--- src/core/mtb_pkg.sv ---
package mtb_pkg;
  // ****************************************
  // Register map
  // ****************************************
  localparam logic [7:0] ADDR_CTRL   = 8'h00;
  localparam logic [7:0] ADDR_COUNT  = 8'h04;
  localparam logic [7:0] ADDR_PERIOD = 8'h08;
  localparam logic [7:0] ADDR_DUTY0  = 8'h0C;
  localparam int         NUM_DUTY    = 4;
  localparam int         CNT_W       = 15;
  localparam int         DUTY_W      = 16;

  // ****************************************
  // Control field layout
  // ****************************************
  localparam int CTRL_MODE_LSB = 0;
  localparam int CTRL_PRE_LSB  = 2;
  localparam int CTRL_POST_LSB = 4;
  localparam int CTRL_UPDATE_DISABLE_BIT = 8;
  localparam int CTRL_EN_BIT   = 15;
  localparam int CNT_DIR_BIT   = 15;

  // ****************************************
  // Reset values
  // ****************************************
  localparam logic [15:0] CTRL_RST   = 16'h0000;
  localparam logic [14:0] COUNT_RST  = 15'h0000;
  localparam logic [14:0] PERIOD_RST = 15'h0000;
  localparam logic [15:0] DUTY_RST   = 16'h0000;
  localparam logic [5:0]  PRE_RST    = 6'h00;
  localparam logic [3:0]  POST_RST   = 4'h0;

  // ****************************************
  // Counting modes
  // ****************************************
  typedef enum logic [1:0] {
    MODE_FREE   = 2'h0,
    MODE_SINGLE = 2'h1,
    MODE_UPDOWN = 2'h2,
    MODE_DOUBLE = 2'h3
  } mtb_mode_t;
endpackage : mtb_pkg

--- src/core/mtb_duty_if.sv ---
`timescale 1ns/1ps
interface mtb_duty_if;
  logic [14:0] count;
  logic        load;
  logic        wr;
  logic [15:0] wdata;
  logic [15:0] duty;
  logic        out_high;
  logic        out_low;

  modport ctrl (output count, output load, output wr, output wdata,
                input duty, input out_high, input out_low);
  modport gen  (input count, input load, input wr, input wdata,
                output duty, output out_high, output out_low);
endinterface : mtb_duty_if

--- src/core/mtb_duty_gen.sv ---
`timescale 1ns/1ps
module mtb_duty_gen (
  input  wire logic   pclk,
  input  wire logic   presetn,
  input  wire logic   ce,
  mtb_duty_if.gen     dif
);
  import mtb_pkg::*;

  logic [15:0] buf_reg;
  logic [15:0] act_reg;
  logic        high_reg;

  // ****************************************
  // Double-buffered duty value
  // ****************************************
  always_ff @(posedge pclk or negedge presetn) begin
    if (!presetn) begin
      buf_reg <= DUTY_RST;
    end else if (ce && dif.wr) begin
      buf_reg <= dif.wdata;
    end
  end

  always_ff @(posedge pclk or negedge presetn) begin
    if (!presetn) begin
      act_reg <= DUTY_RST;
    end else if (ce && dif.load) begin
      act_reg <= buf_reg;
    end
  end

  // ****************************************
  // Edge-aligned compare
  // ****************************************
  // Active from count zero until count reaches duty; zero duty never active
  always_ff @(posedge pclk or negedge presetn) begin
    if (!presetn) begin
      high_reg <= 1'b0;
    end else if (ce) begin
      high_reg <= act_reg > {1'b0, dif.count};
    end
  end

  assign dif.duty     = buf_reg;
  assign dif.out_high = high_reg;
  assign dif.out_low  = ~high_reg;
endmodule : mtb_duty_gen

--- src/core/mtb_time_base.sv ---
`timescale 1ns/1ps
// Overview of operation
// 15-bit count, bit 15 reads direction
// Enable bit starts and stops counting
// Period match resets or reverses next tick
// Zero period stops counter, no events
// Software disables before changing zero period
// Two-bit mode selects four counting modes
// Free-running wraps at match, postscaled events
// Single-shot clears enable, one event
// Up/down reverses at match, flag set
// Up/down event at zero, postscaled
// Double-update events at zero and match
// Software avoids period one in double-update
// Prescaler divides by 1, 4, 16, 64
// Count or control write clears prescaler
// Four-bit postscaler divides 1 to 16
// Count or control write clears postscaler
// Period buffer copied at reset/zero
// Disabled time base copies period continuously
// Output active at zero, off at duty
// Zero duty off, large duty on
// Four generators drive eight paired pins
// Duty loads at match reset or disabled; the disabled load is skipped while update_disable is set
// Prescale codes map; postscale n divides n+1
// Count write loads low fifteen bits
module mtb_time_base #(
  parameter int ADDR_W = 8
) (
  input  wire logic              pclk,
  input  wire logic              presetn,
  input  wire logic              ce,
  input  wire logic              psel,
  input  wire logic              penable,
  input  wire logic              pwrite,
  input  wire logic [ADDR_W-1:0] paddr,
  input  wire logic [31:0]       pwdata,
  output logic      [31:0]       prdata,
  output logic                   pready,
  output logic                   pslverr,
  output logic [mtb_pkg::NUM_DUTY-1:0] high_output,
  output logic [mtb_pkg::NUM_DUTY-1:0] low_output,
  output logic                   interrupt_event
);
  import mtb_pkg::*;

  // ****************************************
  // Declarations
  // ****************************************
  logic [15:0] time_base_control_reg;
  logic [14:0] count_reg;
  logic        dir_reg;
  logic [14:0] period_buf_reg;
  logic [14:0] period_act_reg;
  logic [5:0]  pre_cnt_reg;
  logic [3:0]  post_cnt_reg;
  logic        event_reg;
  logic [31:0] prdata_reg;
  logic        pready_reg;
  logic        pslverr_reg;
  logic [NUM_DUTY-1:0] high_reg;
  logic [NUM_DUTY-1:0] low_reg;

  logic        access;
  logic        wr_en;
  logic        wr_ctrl;
  logic        wr_count;
  logic        wr_period;
  logic        tb_enable;
  mtb_mode_t   mode;
  logic [1:0]  prescale_select;
  logic [3:0]  postscale_select;
  logic        update_disable;
  logic        pre_hit;
  logic        tick;
  logic        match;
  logic        edge_mode;
  logic        base_event;
  logic        direct_event;
  logic        restart;
  logic        bottom;
  logic [NUM_DUTY-1:0] duty_wr;
  logic [15:0] duty_rd [NUM_DUTY];
  logic [NUM_DUTY-1:0] gen_high;
  logic [NUM_DUTY-1:0] gen_low;

  // ****************************************
  // Helpers
  // ****************************************
  function automatic logic [5:0] pre_last(input logic [1:0] sel);
    case (sel)
      2'h0:    pre_last = 6'h00;
      2'h1:    pre_last = 6'h03;
      2'h2:    pre_last = 6'h0F;
      2'h3:    pre_last = 6'h3F;
      default: pre_last = 6'h00;
    endcase
  endfunction : pre_last

  function automatic logic addr_is(input logic [ADDR_W-1:0] a, input logic [7:0] off);
    addr_is = (a == ADDR_W'(off));
  endfunction : addr_is

  // ****************************************
  // Field decode
  // ****************************************
  assign tb_enable        = time_base_control_reg[CTRL_EN_BIT];
  assign mode             = mtb_mode_t'(time_base_control_reg[CTRL_MODE_LSB +: 2]);
  assign prescale_select  = time_base_control_reg[CTRL_PRE_LSB +: 2];
  assign postscale_select = time_base_control_reg[CTRL_POST_LSB +: 4];
  assign update_disable   = time_base_control_reg[CTRL_UPDATE_DISABLE_BIT];
  assign edge_mode        = (mode == MODE_FREE) || (mode == MODE_SINGLE);

  // ****************************************
  // APB slave
  // ****************************************
  assign access    = psel && penable && pready_reg;
  assign wr_en     = ce && access && pwrite;
  assign wr_ctrl   = wr_en && addr_is(paddr, ADDR_CTRL);
  assign wr_count  = wr_en && addr_is(paddr, ADDR_COUNT);
  assign wr_period = wr_en && addr_is(paddr, ADDR_PERIOD);

  always_comb begin
    duty_wr = '0;
    for (int i = 0; i < NUM_DUTY; i++) begin
      duty_wr[i] = wr_en && addr_is(paddr, 8'(ADDR_DUTY0 + 8'(4 * i)));
    end
  end

  // One wait state, then answer with registered data
  always_ff @(posedge pclk or negedge presetn) begin
    if (!presetn) begin
      pready_reg <= 1'b0;
    end else if (ce) begin
      pready_reg <= psel && penable && !pready_reg;
    end
  end

  always_ff @(posedge pclk or negedge presetn) begin
    if (!presetn) begin
      prdata_reg  <= 32'h0000_0000;
      pslverr_reg <= 1'b0;
    end else if (ce && psel && penable && !pready_reg) begin
      prdata_reg  <= 32'h0000_0000;
      pslverr_reg <= 1'b0;
      if (addr_is(paddr, ADDR_CTRL)) begin
        prdata_reg[15:0] <= time_base_control_reg;
      end else if (addr_is(paddr, ADDR_COUNT)) begin
        prdata_reg[15:0] <= {dir_reg, count_reg};
      end else if (addr_is(paddr, ADDR_PERIOD)) begin
        prdata_reg[15:0] <= {1'b0, period_buf_reg};
      end else begin
        pslverr_reg <= 1'b1;
        for (int i = 0; i < NUM_DUTY; i++) begin
          if (addr_is(paddr, 8'(ADDR_DUTY0 + 8'(4 * i)))) begin
            prdata_reg[15:0] <= duty_rd[i];
            pslverr_reg      <= 1'b0;
          end
        end
      end
    end
  end

  // ****************************************
  // Control register
  // ****************************************
  always_ff @(posedge pclk or negedge presetn) begin
    if (!presetn) begin
      time_base_control_reg <= CTRL_RST;
    end else if (ce) begin
      if (wr_ctrl) begin
        time_base_control_reg <= pwdata[15:0];
      end else if (tick && match && mode == MODE_SINGLE) begin
        time_base_control_reg[CTRL_EN_BIT] <= 1'b0;
      end
    end
  end

  // ****************************************
  // Prescaler
  // ****************************************
  assign pre_hit = (pre_cnt_reg == pre_last(prescale_select));
  assign tick    = ce && tb_enable && pre_hit && (period_act_reg != 15'h0000);
  assign match   = (count_reg == period_act_reg);
  assign bottom  = (count_reg == 15'h0000);

  always_ff @(posedge pclk or negedge presetn) begin
    if (!presetn) begin
      pre_cnt_reg <= PRE_RST;
    end else if (ce) begin
      if (wr_ctrl || wr_count || !tb_enable || pre_hit) begin
        pre_cnt_reg <= PRE_RST;
      end else begin
        pre_cnt_reg <= pre_cnt_reg + 6'h01;
      end
    end
  end

  // ****************************************
  // Counter and direction
  // ****************************************
  always_ff @(posedge pclk or negedge presetn) begin
    if (!presetn) begin
      count_reg <= COUNT_RST;
      dir_reg   <= 1'b0;
    end else if (ce) begin
      if (wr_count) begin
        count_reg <= pwdata[14:0];
      end else if (tick) begin
        if (edge_mode) begin
          dir_reg   <= 1'b0;
          count_reg <= match ? COUNT_RST : count_reg + 15'h0001;
        end else if (!dir_reg && match) begin
          dir_reg   <= 1'b1;
          count_reg <= count_reg - 15'h0001;
        end else if (dir_reg && bottom) begin
          dir_reg   <= 1'b0;
          count_reg <= count_reg + 15'h0001;
        end else if (dir_reg) begin
          count_reg <= count_reg - 15'h0001;
        end else begin
          count_reg <= count_reg + 15'h0001;
        end
      end
    end
  end

  // ****************************************
  // Events and postscaler
  // ****************************************
  // Restart instant: wrap in edge modes, bottom turn in up/down modes
  assign restart = tick && (edge_mode ? match : (dir_reg && bottom));
  assign base_event   = tick && ((mode == MODE_FREE && match) ||
                                 (mode == MODE_UPDOWN && dir_reg && bottom));
  assign direct_event = tick && ((mode == MODE_SINGLE && match) ||
                                 (mode == MODE_DOUBLE &&
                                  ((!dir_reg && match) || (dir_reg && bottom))));

  always_ff @(posedge pclk or negedge presetn) begin
    if (!presetn) begin
      post_cnt_reg <= POST_RST;
    end else if (ce) begin
      if (wr_ctrl || wr_count) begin
        post_cnt_reg <= POST_RST;
      end else if (base_event) begin
        post_cnt_reg <= (post_cnt_reg == postscale_select) ? POST_RST
                                                           : post_cnt_reg + 4'h1;
      end
    end
  end

  always_ff @(posedge pclk or negedge presetn) begin
    if (!presetn) begin
      event_reg <= 1'b0;
    end else if (ce) begin
      event_reg <= direct_event ||
                   (base_event && post_cnt_reg == postscale_select);
    end
  end

  // ****************************************
  // Period buffering
  // ****************************************
  always_ff @(posedge pclk or negedge presetn) begin
    if (!presetn) begin
      period_buf_reg <= PERIOD_RST;
    end else if (ce && wr_period) begin
      period_buf_reg <= pwdata[14:0];
    end
  end

  always_ff @(posedge pclk or negedge presetn) begin
    if (!presetn) begin
      period_act_reg <= PERIOD_RST;
    end else if (ce) begin
      if (!tb_enable) begin
        period_act_reg <= period_buf_reg;
      end else if (restart) begin
        period_act_reg <= period_buf_reg;
      end
    end
  end

  // ****************************************
  // Duty generators
  // ****************************************
  for (genvar g = 0; g < NUM_DUTY; g++) begin : g_duty
    mtb_duty_if dif ();
    assign dif.count = count_reg;
    assign dif.wr    = duty_wr[g];
    assign dif.wdata = pwdata[15:0];
    assign dif.load  = (edge_mode && tick && match) ||
                       (!tb_enable && !update_disable);
    assign duty_rd[g]  = dif.duty;
    assign gen_high[g] = dif.out_high;
    assign gen_low[g]  = dif.out_low;
    mtb_duty_gen u_gen (
      .pclk    (pclk),
      .presetn (presetn),
      .ce      (ce),
      .dif     (dif)
    );
  end

  // Output pins are retimed so each comes straight from a flop
  always_ff @(posedge pclk or negedge presetn) begin
    if (!presetn) begin
      high_reg <= '0;
      low_reg  <= '0;
    end else if (ce) begin
      high_reg <= gen_high;
      low_reg  <= gen_low;
    end
  end

  assign prdata          = prdata_reg;
  assign pready          = pready_reg;
  assign pslverr         = pslverr_reg;
  assign high_output     = high_reg;
  assign low_output      = low_reg;
  assign interrupt_event = event_reg;
endmodule : mtb_time_base

--- config.mk ---
export PLATFORM = sky130hd
export DESIGN_NAME = mtb_time_base
export DESIGN_NICKNAME = d
export VERILOG_FILES = /design/src/core/mtb_pkg.sv /design/src/core/mtb_duty_if.sv /design/src/core/mtb_duty_gen.sv /design/src/core/mtb_time_base.sv
export SDC_FILE = /design/constraint.sdc
export NUM_CORES = 1
export LEC_CHECK = 0
export BUFFER_PORTS_ARGS = -buffer_cell sky130_fd_sc_hd__buf_4
export CORE_UTILIZATION = 66
export DETAILED_ROUTE_END_ITERATION = 7
export MAX_ROUTING_LAYER = met4
export PLACE_DENSITY = 0.9
export SLEW_MARGIN = 0
export SYNTH_ARGS = -nofsm -noshare
export SYNTH_HDL_FRONTEND = slang
export SYNTH_SLANG_ARGS = --single-unit
--- constraint.sdc ---
create_clock -name pclk -period 4.2 [get_ports pclk]
set_clock_uncertainty 0.2 [all_clocks]
set_input_delay 0.84 -clock pclk [delete_from_list [all_inputs] [get_ports pclk]]
set_output_delay 0.84 -clock pclk [all_outputs]
set_load 0.02 [all_outputs]
Word level (Yosys, flattened, before mapping)

Index checks and enable logic that the tools add are counted.

Bitwise logic cells: 5
Add/subtract/negate cells: 4
Reduce and logical (&&, ||, !) cells: 68
$lt $le $gt $ge: 4
Equality and inequality tests: 16
Multiplexer cells: 34

Operators with widths:

| cell                                                | count |
|---|---|
| two-way mux 15 bit                                  | 9 |
| two-way mux 16 bit                                  | 7 |
| greater-than comparator 16 x 15 -> 1 bit            | 4 |
| logical AND 1 bit                                   | 40 |
| == test 8 x 5 -> 1 bit (second input constant)      | 3 |
| case mux 6 bit (4 select lines)                     | 1 |
| == test 8 x 4 -> 1 bit (second input constant)      | 2 |
| adder 15 x 1 -> 15 bit (second input constant)      | 1 |
| == test 15 bit                                      | 1 |
| zero test 15 bit                                    | 1 |
| nonzero test 15 bit                                 | 1 |
| subtractor 15 x 1 -> 15 bit (second input constant) | 1 |
| two-way mux 1 bit                                   | 13 |
| two-way mux 4 bit                                   | 3 |
| AND reduction 2 bit                                 | 5 |
| logical OR 1 bit                                    | 9 |
| == test 2 bit (second input constant)               | 4 |
| == test 8 x 3 -> 1 bit (second input constant)      | 1 |
| zero test 8 bit                                     | 1 |
| adder 6 x 1 -> 6 bit (second input constant)        | 1 |
| == test 6 bit                                       | 1 |
| two-way mux 6 bit                                   | 1 |
| nonzero test 2 bit                                  | 3 |
| NOT 1 bit                                           | 5 |
| 8 further kinds                                     | 13 |

Word-level logic and storage cells: 157
Output and inout port bits: 43
Register bits: 231
Input port bits: 46

Depth between registers and ports, before layout

Gate-level depths: netlist (run 1).

Depth after elaboration: 9
Depth in mapped cells: 11
Gate-level depth less buffers: 9

Hierarchy

From an unflattened synthesis (run 1), not the netlist that was laid out.

Cell total of the unflattened synthesis: 1138
Area, all modules: 12610.8 µm²

Modules (own cells, without submodules):

| module        | seq. area each (µm²) | instances | cells each | area an instance (µm²) |
|---|---|---|---|---|
| mtb_duty_gen  | 825.8                | 4         | 125        | 1616.6 |
| mtb_time_base | 2477.4               | 1         | 638        | 6144.6 |

Worst setup path before layout (run 1)

Ideal clock, no wire load.

Path kind: input-to-reg
Start: input paddr[7]
End: register prdata_reg[10] (netlist: prdata[10])
Slack: 1.142 ns
Cell stages on the path: 9
Path buffers: 3
Data required time: 3.882 ns
Data arrival time: 2.740 ns
Setup time: 0.118 ns
Path through: or4_1 > or3_1 > clkbuf_1 > or2_1 > buf_2 > clkbuf_1 > nor2_1 > a311oi_1 > a21o_1

Cells in the longest elaborated chain, start to end: 8
Elaborated cells between the ends (all ways): 14
Those cells by class: eq/ne (6); mux (7); reduce/logical (1)

RTL lines:

| item                             | line                 | RTL |
|---|---|---|
| from (decl)                      | mtb_time_base.sv:36  | `input wire logic [ADDR_W-1:0] paddr,` |
| == test 8 x 4 -> 1 bit           | mtb_time_base.sv:101 | `addr_is = (a == ADDR_W'(off));` |
| two-way mux 16 bit (4 in series) | mtb_time_base.sv:155 | `if (addr_is(paddr, 8'(ADDR_DUTY0 + 8'(4 * i)))) begin` |
| two-way mux 16 bit               | mtb_time_base.sv:150 | `end else if (addr_is(paddr, ADDR_PERIOD)) begin` |
| two-way mux 16 bit               | mtb_time_base.sv:148 | `end else if (addr_is(paddr, ADDR_COUNT)) begin` |
| two-way mux 16 bit (*)           | mtb_time_base.sv:146 | `if (addr_is(paddr, ADDR_CTRL)) begin` |
| to (signal assigned)             | mtb_time_base.sv:147 | `prdata_reg[15:0] <= time_base_control_reg;` |
| to (signal assigned)             | mtb_time_base.sv:149 | `prdata_reg[15:0] <= {dir_reg, count_reg};` |
| to (signal assigned)             | mtb_time_base.sv:151 | `prdata_reg[15:0] <= {1'b0, period_buf_reg};` |
| to (decl)                        | mtb_time_base.sv:58  | `logic [31:0] prdata_reg;` |

Every way passes the cells marked *; elsewhere a longest branch is shown, timed or not.
A chain may end at the register's enable or synchronous reset.

Worst setup path in the final report (run 1)

Start: register period_act_reg[8]
End: register g_duty[0].u_gen.act_reg[6]

Cells in the longest elaborated chain, start to end: 6
Elaborated cells between the ends (all ways): 7
Those cells by class: eq/ne (1); reduce/logical (6)

RTL lines:

| item                   | line                 | RTL |
|---|---|---|
| from (decl)            | mtb_time_base.sv:54  | `logic [14:0] period_act_reg;` |
| from (signal assigned) | mtb_time_base.sv:277 | `period_act_reg <= period_buf_reg;` |
| from (signal assigned) | mtb_time_base.sv:279 | `period_act_reg <= period_buf_reg;` |
| nonzero test 15 bit    | mtb_time_base.sv:183 | `assign tick = ce && tb_enable && pre_hit && (period_act_reg != 15'h0000);` |
| logical AND 1 bit      | mtb_time_base.sv:183 |  |
| logical AND 1 bit      | mtb_time_base.sv:292 | `assign dif.load = (edge_mode && tick && match) \|\|` |
| logical AND 1 bit (*)  | mtb_time_base.sv:292 |  |
| logical OR 1 bit (*)   | mtb_time_base.sv:292 |  |
| logical AND 1 bit (*)  | mtb_duty_gen.sv:28   | `end else if (ce && dif.load) begin` |
| to (signal assigned)   | mtb_duty_gen.sv:29   | `act_reg <= buf_reg;` |
| to (decl)              | mtb_duty_gen.sv:11   | `logic [15:0] act_reg;` |

Marked as above.

==> reports/metrics.cfg, run 1 <==
[detailed_routing]
wl_um = 34400
drcViolationCount = 10
first_pass_iters = 8
post_drt_wl_per_cell_um = 24.8
dr_total_vias = 9519
drt_iter0_markers = 1089
ant_nets = 0
avgViaCountPerCell = 6.87

[logic_synthesis]
syn_area_um2 = 12400
avgSynthCellArea_um2 = 11.4
seq_area_frac_synth_pct = 46.6
ys_warn_count = 0
synth_seq_cells = 231
synthArstFlopShare_pct = 100
yosys.cell_types.count = 72
syn_inst = 1089
synth_edf_count = 0
synth-main-ff-cell = dfrtp_1

[setup_path]
ff2ff_path_depth = 9
critPathLaunch = period_act_reg[8]$_DFFE_PN0P_
r2r_end = g_duty[0].u_gen.act_reg[6]$_DFFE_PN0P_
crit_type = flip-flop to flip-flop
rrSetupSlack_ps = 700
required_ps = 4390
slowest_stage = or4_1
cpMostUsedCell = buf_4
timing.rr.start = period_act_reg[8]$_DFFE_PN0P_
worstPathArrival_ps = 3690
endpoint_kind = flip-flop
crit_chain = or4_1 > nor4_1 > a311oi_1 > buf_4 > nand2_2 > o22ai_2 > and2_2 > buf_4 > mux2_1
slowest_delay_ps = 550
cp_max_fo = 36
crit_path_start_kind = flip-flop

[grt]
met3_usage_pct = 6.28
use_met2_pct = 57.9
antenna_found_initial = 0
grt_overflow = 0
grt_usage_pct = 37.7
use_met1_pct = 48.3
grt_pass1_vias = 9612
grt_pass1_wl_um = 54100
grt_start_max_net_pins = 118
grt_most_used_layer = met2

[placed_design]
dp_slack_ps = 686
portBuffers = 56
gp_congestion = 0.958
dp.final_hpwl_um = 23200

[floorplanning]
die_w_um = 139
pin_count = 89
die_y_um = 139
num_rows = 49
core-area_um2 = 18200
dieArea_um2 = 19300
initial_core_util_pct = 68.1

[final_layout]
nFillCells = 1177
n_antenna_cell = 0
multi_input_area_um2 = 6140
area_delta_synth_final_pct = 11.3
drive_gt1_share_pct = 25.3
fin_nets = 1251
seqCellArea_um2 = 5780

[cts]
insertion_delay_ps = 530
cts_setup_buffers = 0
cts-resized-gates = 0
cts_sinks = 231
clkTransAtPathRegs_ps = 60
clk_path_buf_depth = 3
cts_root_buffer = clkbuf_16
htreeDepth = 1
cts_tree = yes
numCtsBuffers = 24
cts_hold_buf = 0

[timing]
finalCritPeriodShare_pct = 83.3
hold_ws_ps = 166
finalSetupViolCount = 0
min_period_ps = 3500
final_hold_viol_count = 0
fin_setup_tns_ps = 0
max_freq_mhz = 286
worst_pin_slew_ps = 1190
setup_ws_ps = 701
rsz0062_at_grt = false
finalMaxSlewViolations = 0
slew_headroom_pct = 20.6

[outcome]
violations = design-rule violations
status = finished, violations left

[job]
max_cap_viol_count = 0

[power_and_ir_drop]
p_leak_nw = 6.96
pwr_density_cell_nw_per_um2 = 337
peakVddDrop_v = 0.000325

[min_path]
hold_path_class = input port to async pin

==> power breakdown <==
part / switching [mW] / internal (mW)
clock network: 0.904 / 1.24
logic: 0.170 / 0.0754
registers: 0.0137 / 2.24
total: 1.09 / 3.56
==> critical path, delay by kind of cell (launching register included) <==
kind / cells / cell delay (ps)
and+or+nand+nor: 4 / 1480
buffers and inverters: 2 / 480
DFF: 1 / 410
muxes: 1 / 390
AOI/OAI and AO/OA: 2 / 380
==> synth_stat cells, types with 7 or more instances <==
library cell	number	area, um2
nor2_1	52	195
a311oi_1	14	123
dfrtp_1	231	5780
nand4_1	12	75.1
nor2b_1	12	75.1
xor2_1	20	175
nand2_1	46	173
a22oi_1	33	248
nor3_1	16	80.1
buf_4	24	180
o21ai_0	34	170
mux2_2	150	1690
nand3_1	25	125
ha_1	65	813
mux2_1	40	450
clkbuf_1	33	124
a21o_1	19	143
and3_1	14	87.6
inv_1	28	105
or3_1	7	43.8
nand2b_1	10	62.6
a21oi_1	53	265
a31oi_1	7	43.8
buf_2	13	65.1
nor4_1	10	62.6
mux2i_1	7	70.1
o21a_1	11	82.6
==> cell type report <==
type	count	share of cell area [%]
clock buffer	28	4.76
clock inverter	15	1.02
inverter	28	0.762
multi-input combinational	768	44.5
sequential	231	41.9
tap	229	2.08
timing repair buffer	87	4.97
==> through the flow <==
step                utilization (%)  total power, mW  instance area, um2  std cells
CTS                            75.8             4.67               13800       1386
detailed placement             71.4             2.54               13000       1343
global placement               71.4             2.53               13000       1343
finish                         75.8             4.65               13800       1386
floorplan                         -             2.41               12500       1104
global route                   75.8             4.76               13800       1386
==> per-layer routing <==
| layer | up-vias | share of wire (%) |
|---|---|---|
| li1 | 4096 | - |
| met1 | 4701 | 39 |
| met2 | 570 | 46 |
| met3 | 152 | 9.3 |
| met4 | 0 | 6.0 |
| met5 | - | 0 |
==> layout by cell type, fill, tap and decap left out, types with 5 or more instances in the layout <==
cell type | Yosys | routed
or3_1 | 7 | 7
inv_1 | 28 | 28
o21ai_0 | 34 | 34
nand2_1 | 46 | 46
a311oi_1 | 14 | 14
mux2_2 | 150 | 150
dfrtp_1 | 231 | 231
nor2_1 | 52 | 52
a22oi_1 | 33 | 33
conb_1 | 1 | 16
o31a_1 | 5 | 5
clkbuf_16 | 0 | 25
nand4_1 | 12 | 12
a21o_1 | 19 | 19
xor2_1 | 20 | 20
nor4_1 | 10 | 10
nor2b_1 | 12 | 12
a31oi_1 | 7 | 7
buf_4 | 24 | 84
nand3_1 | 25 | 25
mux2_1 | 40 | 40
ha_1 | 65 | 65
and3_1 | 14 | 14
and4_1 | 5 | 5
o21a_1 | 11 | 11
nor3_1 | 16 | 16
a21oi_1 | 53 | 53
clkinv_2 | 0 | 8
nand2b_1 | 10 | 10
mux2i_1 | 7 | 7
==> kinds of logic (layout without fill, tap and decap cells) <==
group | after synthesis | count (layout) | synth area share, %
AND/OR/NAND/NOR | 235 | 235 | 10.2
AO/OA/AOI/OAI | 231 | 231 | 12.8
flip-flops | 231 | 231 | 46.6
multiplexers | 197 | 197 | 17.8
buffers and inverters | 105 | 158 | 4.28
adder cells (fa/ha/maj) | 65 | 65 | 6.56
XOR/XNOR | 24 | 24 | 1.70
other | 1 | 16 | 0.0302
==> worst max path at each step <==
stage	slack, ps	endpoint
floorplan	1140	prdata[10]$_DFFE_PN0P_
global placement	740	prdata[14]$_DFFE_PN0P_
detailed placement	690	g_duty[3].u_gen.dif.duty[8]$_DFFE_PN0P_
CTS	790	g_duty[0].u_gen.act_reg[2]$_DFFE_PN0P_
global route	620	g_duty[0].u_gen.act_reg[13]$_DFFE_PN0P_
finish	700	g_duty[0].u_gen.act_reg[6]$_DFFE_PN0P_
Power figures use the tool's default switching activity.
==> inputs of run 2 (changes only) <==
Settings changed: CORE_UTILIZATION 66 to 55, PLACE_DENSITY 0.9 to 0.81.
Clock period 4.2 ns to 3 ns, I/O delays scaled along.
==> reports/metrics.cfg, run 2 (same netlist as run 1, synthesis figures left out) <==
[setup_path]
cp_max_fo = 5
worstPathArrival_ps = 3140
endpoint_kind = flip-flop
crit_path_start_kind = flip-flop
crit_type = flip-flop to flip-flop
required_ps = 3250

[final_layout]
n_antenna_cell = 0
area_delta_synth_final_pct = 15.7
layout.cells.most_common = dfrtp_1
nFillCells = 1660
fin_nets = 1292
final_cell_mix = dfrtp_1, mux2_2, buf_4
drive_gt1_share_pct = 28.2
post-route-util_pct = 65.4

[cts]
numCtsBuffers = 25
insertion_delay_ps = 530
cts_root_buffer = clkbuf_16
clk_path_buf_depth = 3
cts_sinks = 231
cts_tree = yes
clkTransAtPathRegs_ps = 60
htreeDepth = 1
cts_setup_buffers = 0

[job]
max_cap_viol_count = 0

[outcome]
status = finished, violations left
violations = design-rule violations

[floorplanning]
num_rows = 54
die_y_um = 152
pin_count = 89
initial_core_util_pct = 56.5
dieArea_um2 = 23100
die_w_um = 152
core-area_um2 = 22000

[power_and_ir_drop]
pwr-share-seq_pct = 46.7
switching_share_pct = 22.7
peakVddDrop_v = 0.000476
switching_power_mw = 1.54
pwr_density_cell_nw_per_um2 = 471
p_clk_share_pct = 48.1
combPwrFrac_pct = 5.2
p_total_mw = 6.76
power.internal_mw = 5.22
p_leak_nw = 7.22

[timing]
max_freq_mhz = 346
finalSetupViolCount = 0
fin_setup_tns_ps = 0
slew_headroom_pct = 43.1
min_period_ps = 2890
rsz0062_at_grt = false
hold_ws_ps = 146
finalMaxSlewViolations = 0
finalCritPeriodShare_pct = 96.4
worst_pin_slew_ps = 845
final_hold_viol_count = 0

[detailed_routing]
drcViolationCount = 18
dr_total_vias = 9415
wl_um = 33700
avgViaCountPerCell = 6.37
first_pass_iters = 7
drt_iter0_markers = 845
ant_nets = 0
post_drt_wl_per_cell_um = 22.8

[grt]
grt_overflow = 0
antenna_found_initial = 0
grt_pass1_wl_um = 52400
grt_start_max_net_pins = 71
grt_pass1_vias = 9246
grt_usage_pct = 30.2

[placed_design]
gp_congestion = 1.01
portBuffers = 56
dp.final_hpwl_um = 24200

[min_path]
hold_path_class = input port to flip-flop

-- run 2: cell types whose count changed in the layout (fill, tap and decap cells not counted), moves of 2 or more --
cell,before,now
clkbuf_8,2,4
bufinv_16,2,4
buf_12,2,10
clkinv_4,2,0
buf_4,84,115
-- run 2: per-layer routing --
metal | up-vias | track usage [%] | part of all wire (%)
li1 | 4185 | - | -
met1 | 4717 | 40.4 | 43
met2 | 438 | 47.9 | 47
met3 | 75 | 3.30 | 6.7
met4 | 0 | 10.5 | 3.4
met5 | - | - | 0
-- run 2: power groups by stage --
stage / clock (mW) / combinational, mW / sequential, mW
after floorplan: 0 / 0.143 / 3.23
after global routing: 3.40 / 0.378 / 3.16
after detailed placement: 0 / 0.353 / 3.21
after global placement: 0 / 0.346 / 3.21
final: 3.25 / 0.352 / 3.16
after CTS: 3.28 / 0.355 / 3.16
-- run 2: area by class of cell --
class                      instances  area, um2  area share [%]
multi-input combinational        768       6160            42.9
clock buffer                      30        684            4.77
timing repair buffer             127       1090            7.59
tap                              280        350            2.44
inverter                          28        105           0.732
clock inverter                    15        184            1.28
sequential                       231       5780            40.3
-- run 2: final timing paths --
path	endpoint	cells past startpoint	start	slack [ps]
worst max-delay path	post_cnt_reg[3]$_DFFE_PN0P_	8	count_reg[0]$_DFFE_PN0P_	110
worst min-delay path	time_base_control_reg[15]$_DFFE_PN0P_	3	pwdata[15]	150
worst max register to register	post_cnt_reg[3]$_DFFE_PN0P_	8	count_reg[0]$_DFFE_PN0P_	110
worst min register to register	prdata[10]$_DFFE_PN0P_	1	prdata[10]$_DFFE_PN0P_	280
max in group asynchronous	g_duty[2].u_gen.dif.duty[6]$_DFFE_PN0P_	3	presetn	1410
min in group asynchronous	count_reg[3]$_DFFE_PN0P_	2	presetn	420
-- run 2: critical path: stages (launching register included) --
cell,delay (ps)
dfrtp_2,460
inv_1,140
ha_1,170
nor4b_4,310
nand4_1,250
nand2b_1,240
a211o_1,370
or4_1,520
a21oi_1,160
-- run 2: timing repair --
action,in CTS,in global routing
hold buffers,1,0
gates resized for setup,1,4
pin swaps,0,1
hold endpoints to repair,64,0
endpoints found under the setup margin,25,6
-- run 2: stage by stage --
| stage | cells | cell area, um2 | worst slack (ps) |
|---|---|---|---|
| 4_1_cts | 1479 | 14300 | 91.0 |
| 3_3_place_gp | 1433 | 13500 | -23.6 |
| 6_report | 1479 | 14400 | 107 |
| 3_5_place_dp | 1433 | 13500 | -47.4 |
| 2_1_floorplan | 1104 | 12500 | 182 |
| 5_1_grt | 1479 | 14400 | 13.8 |
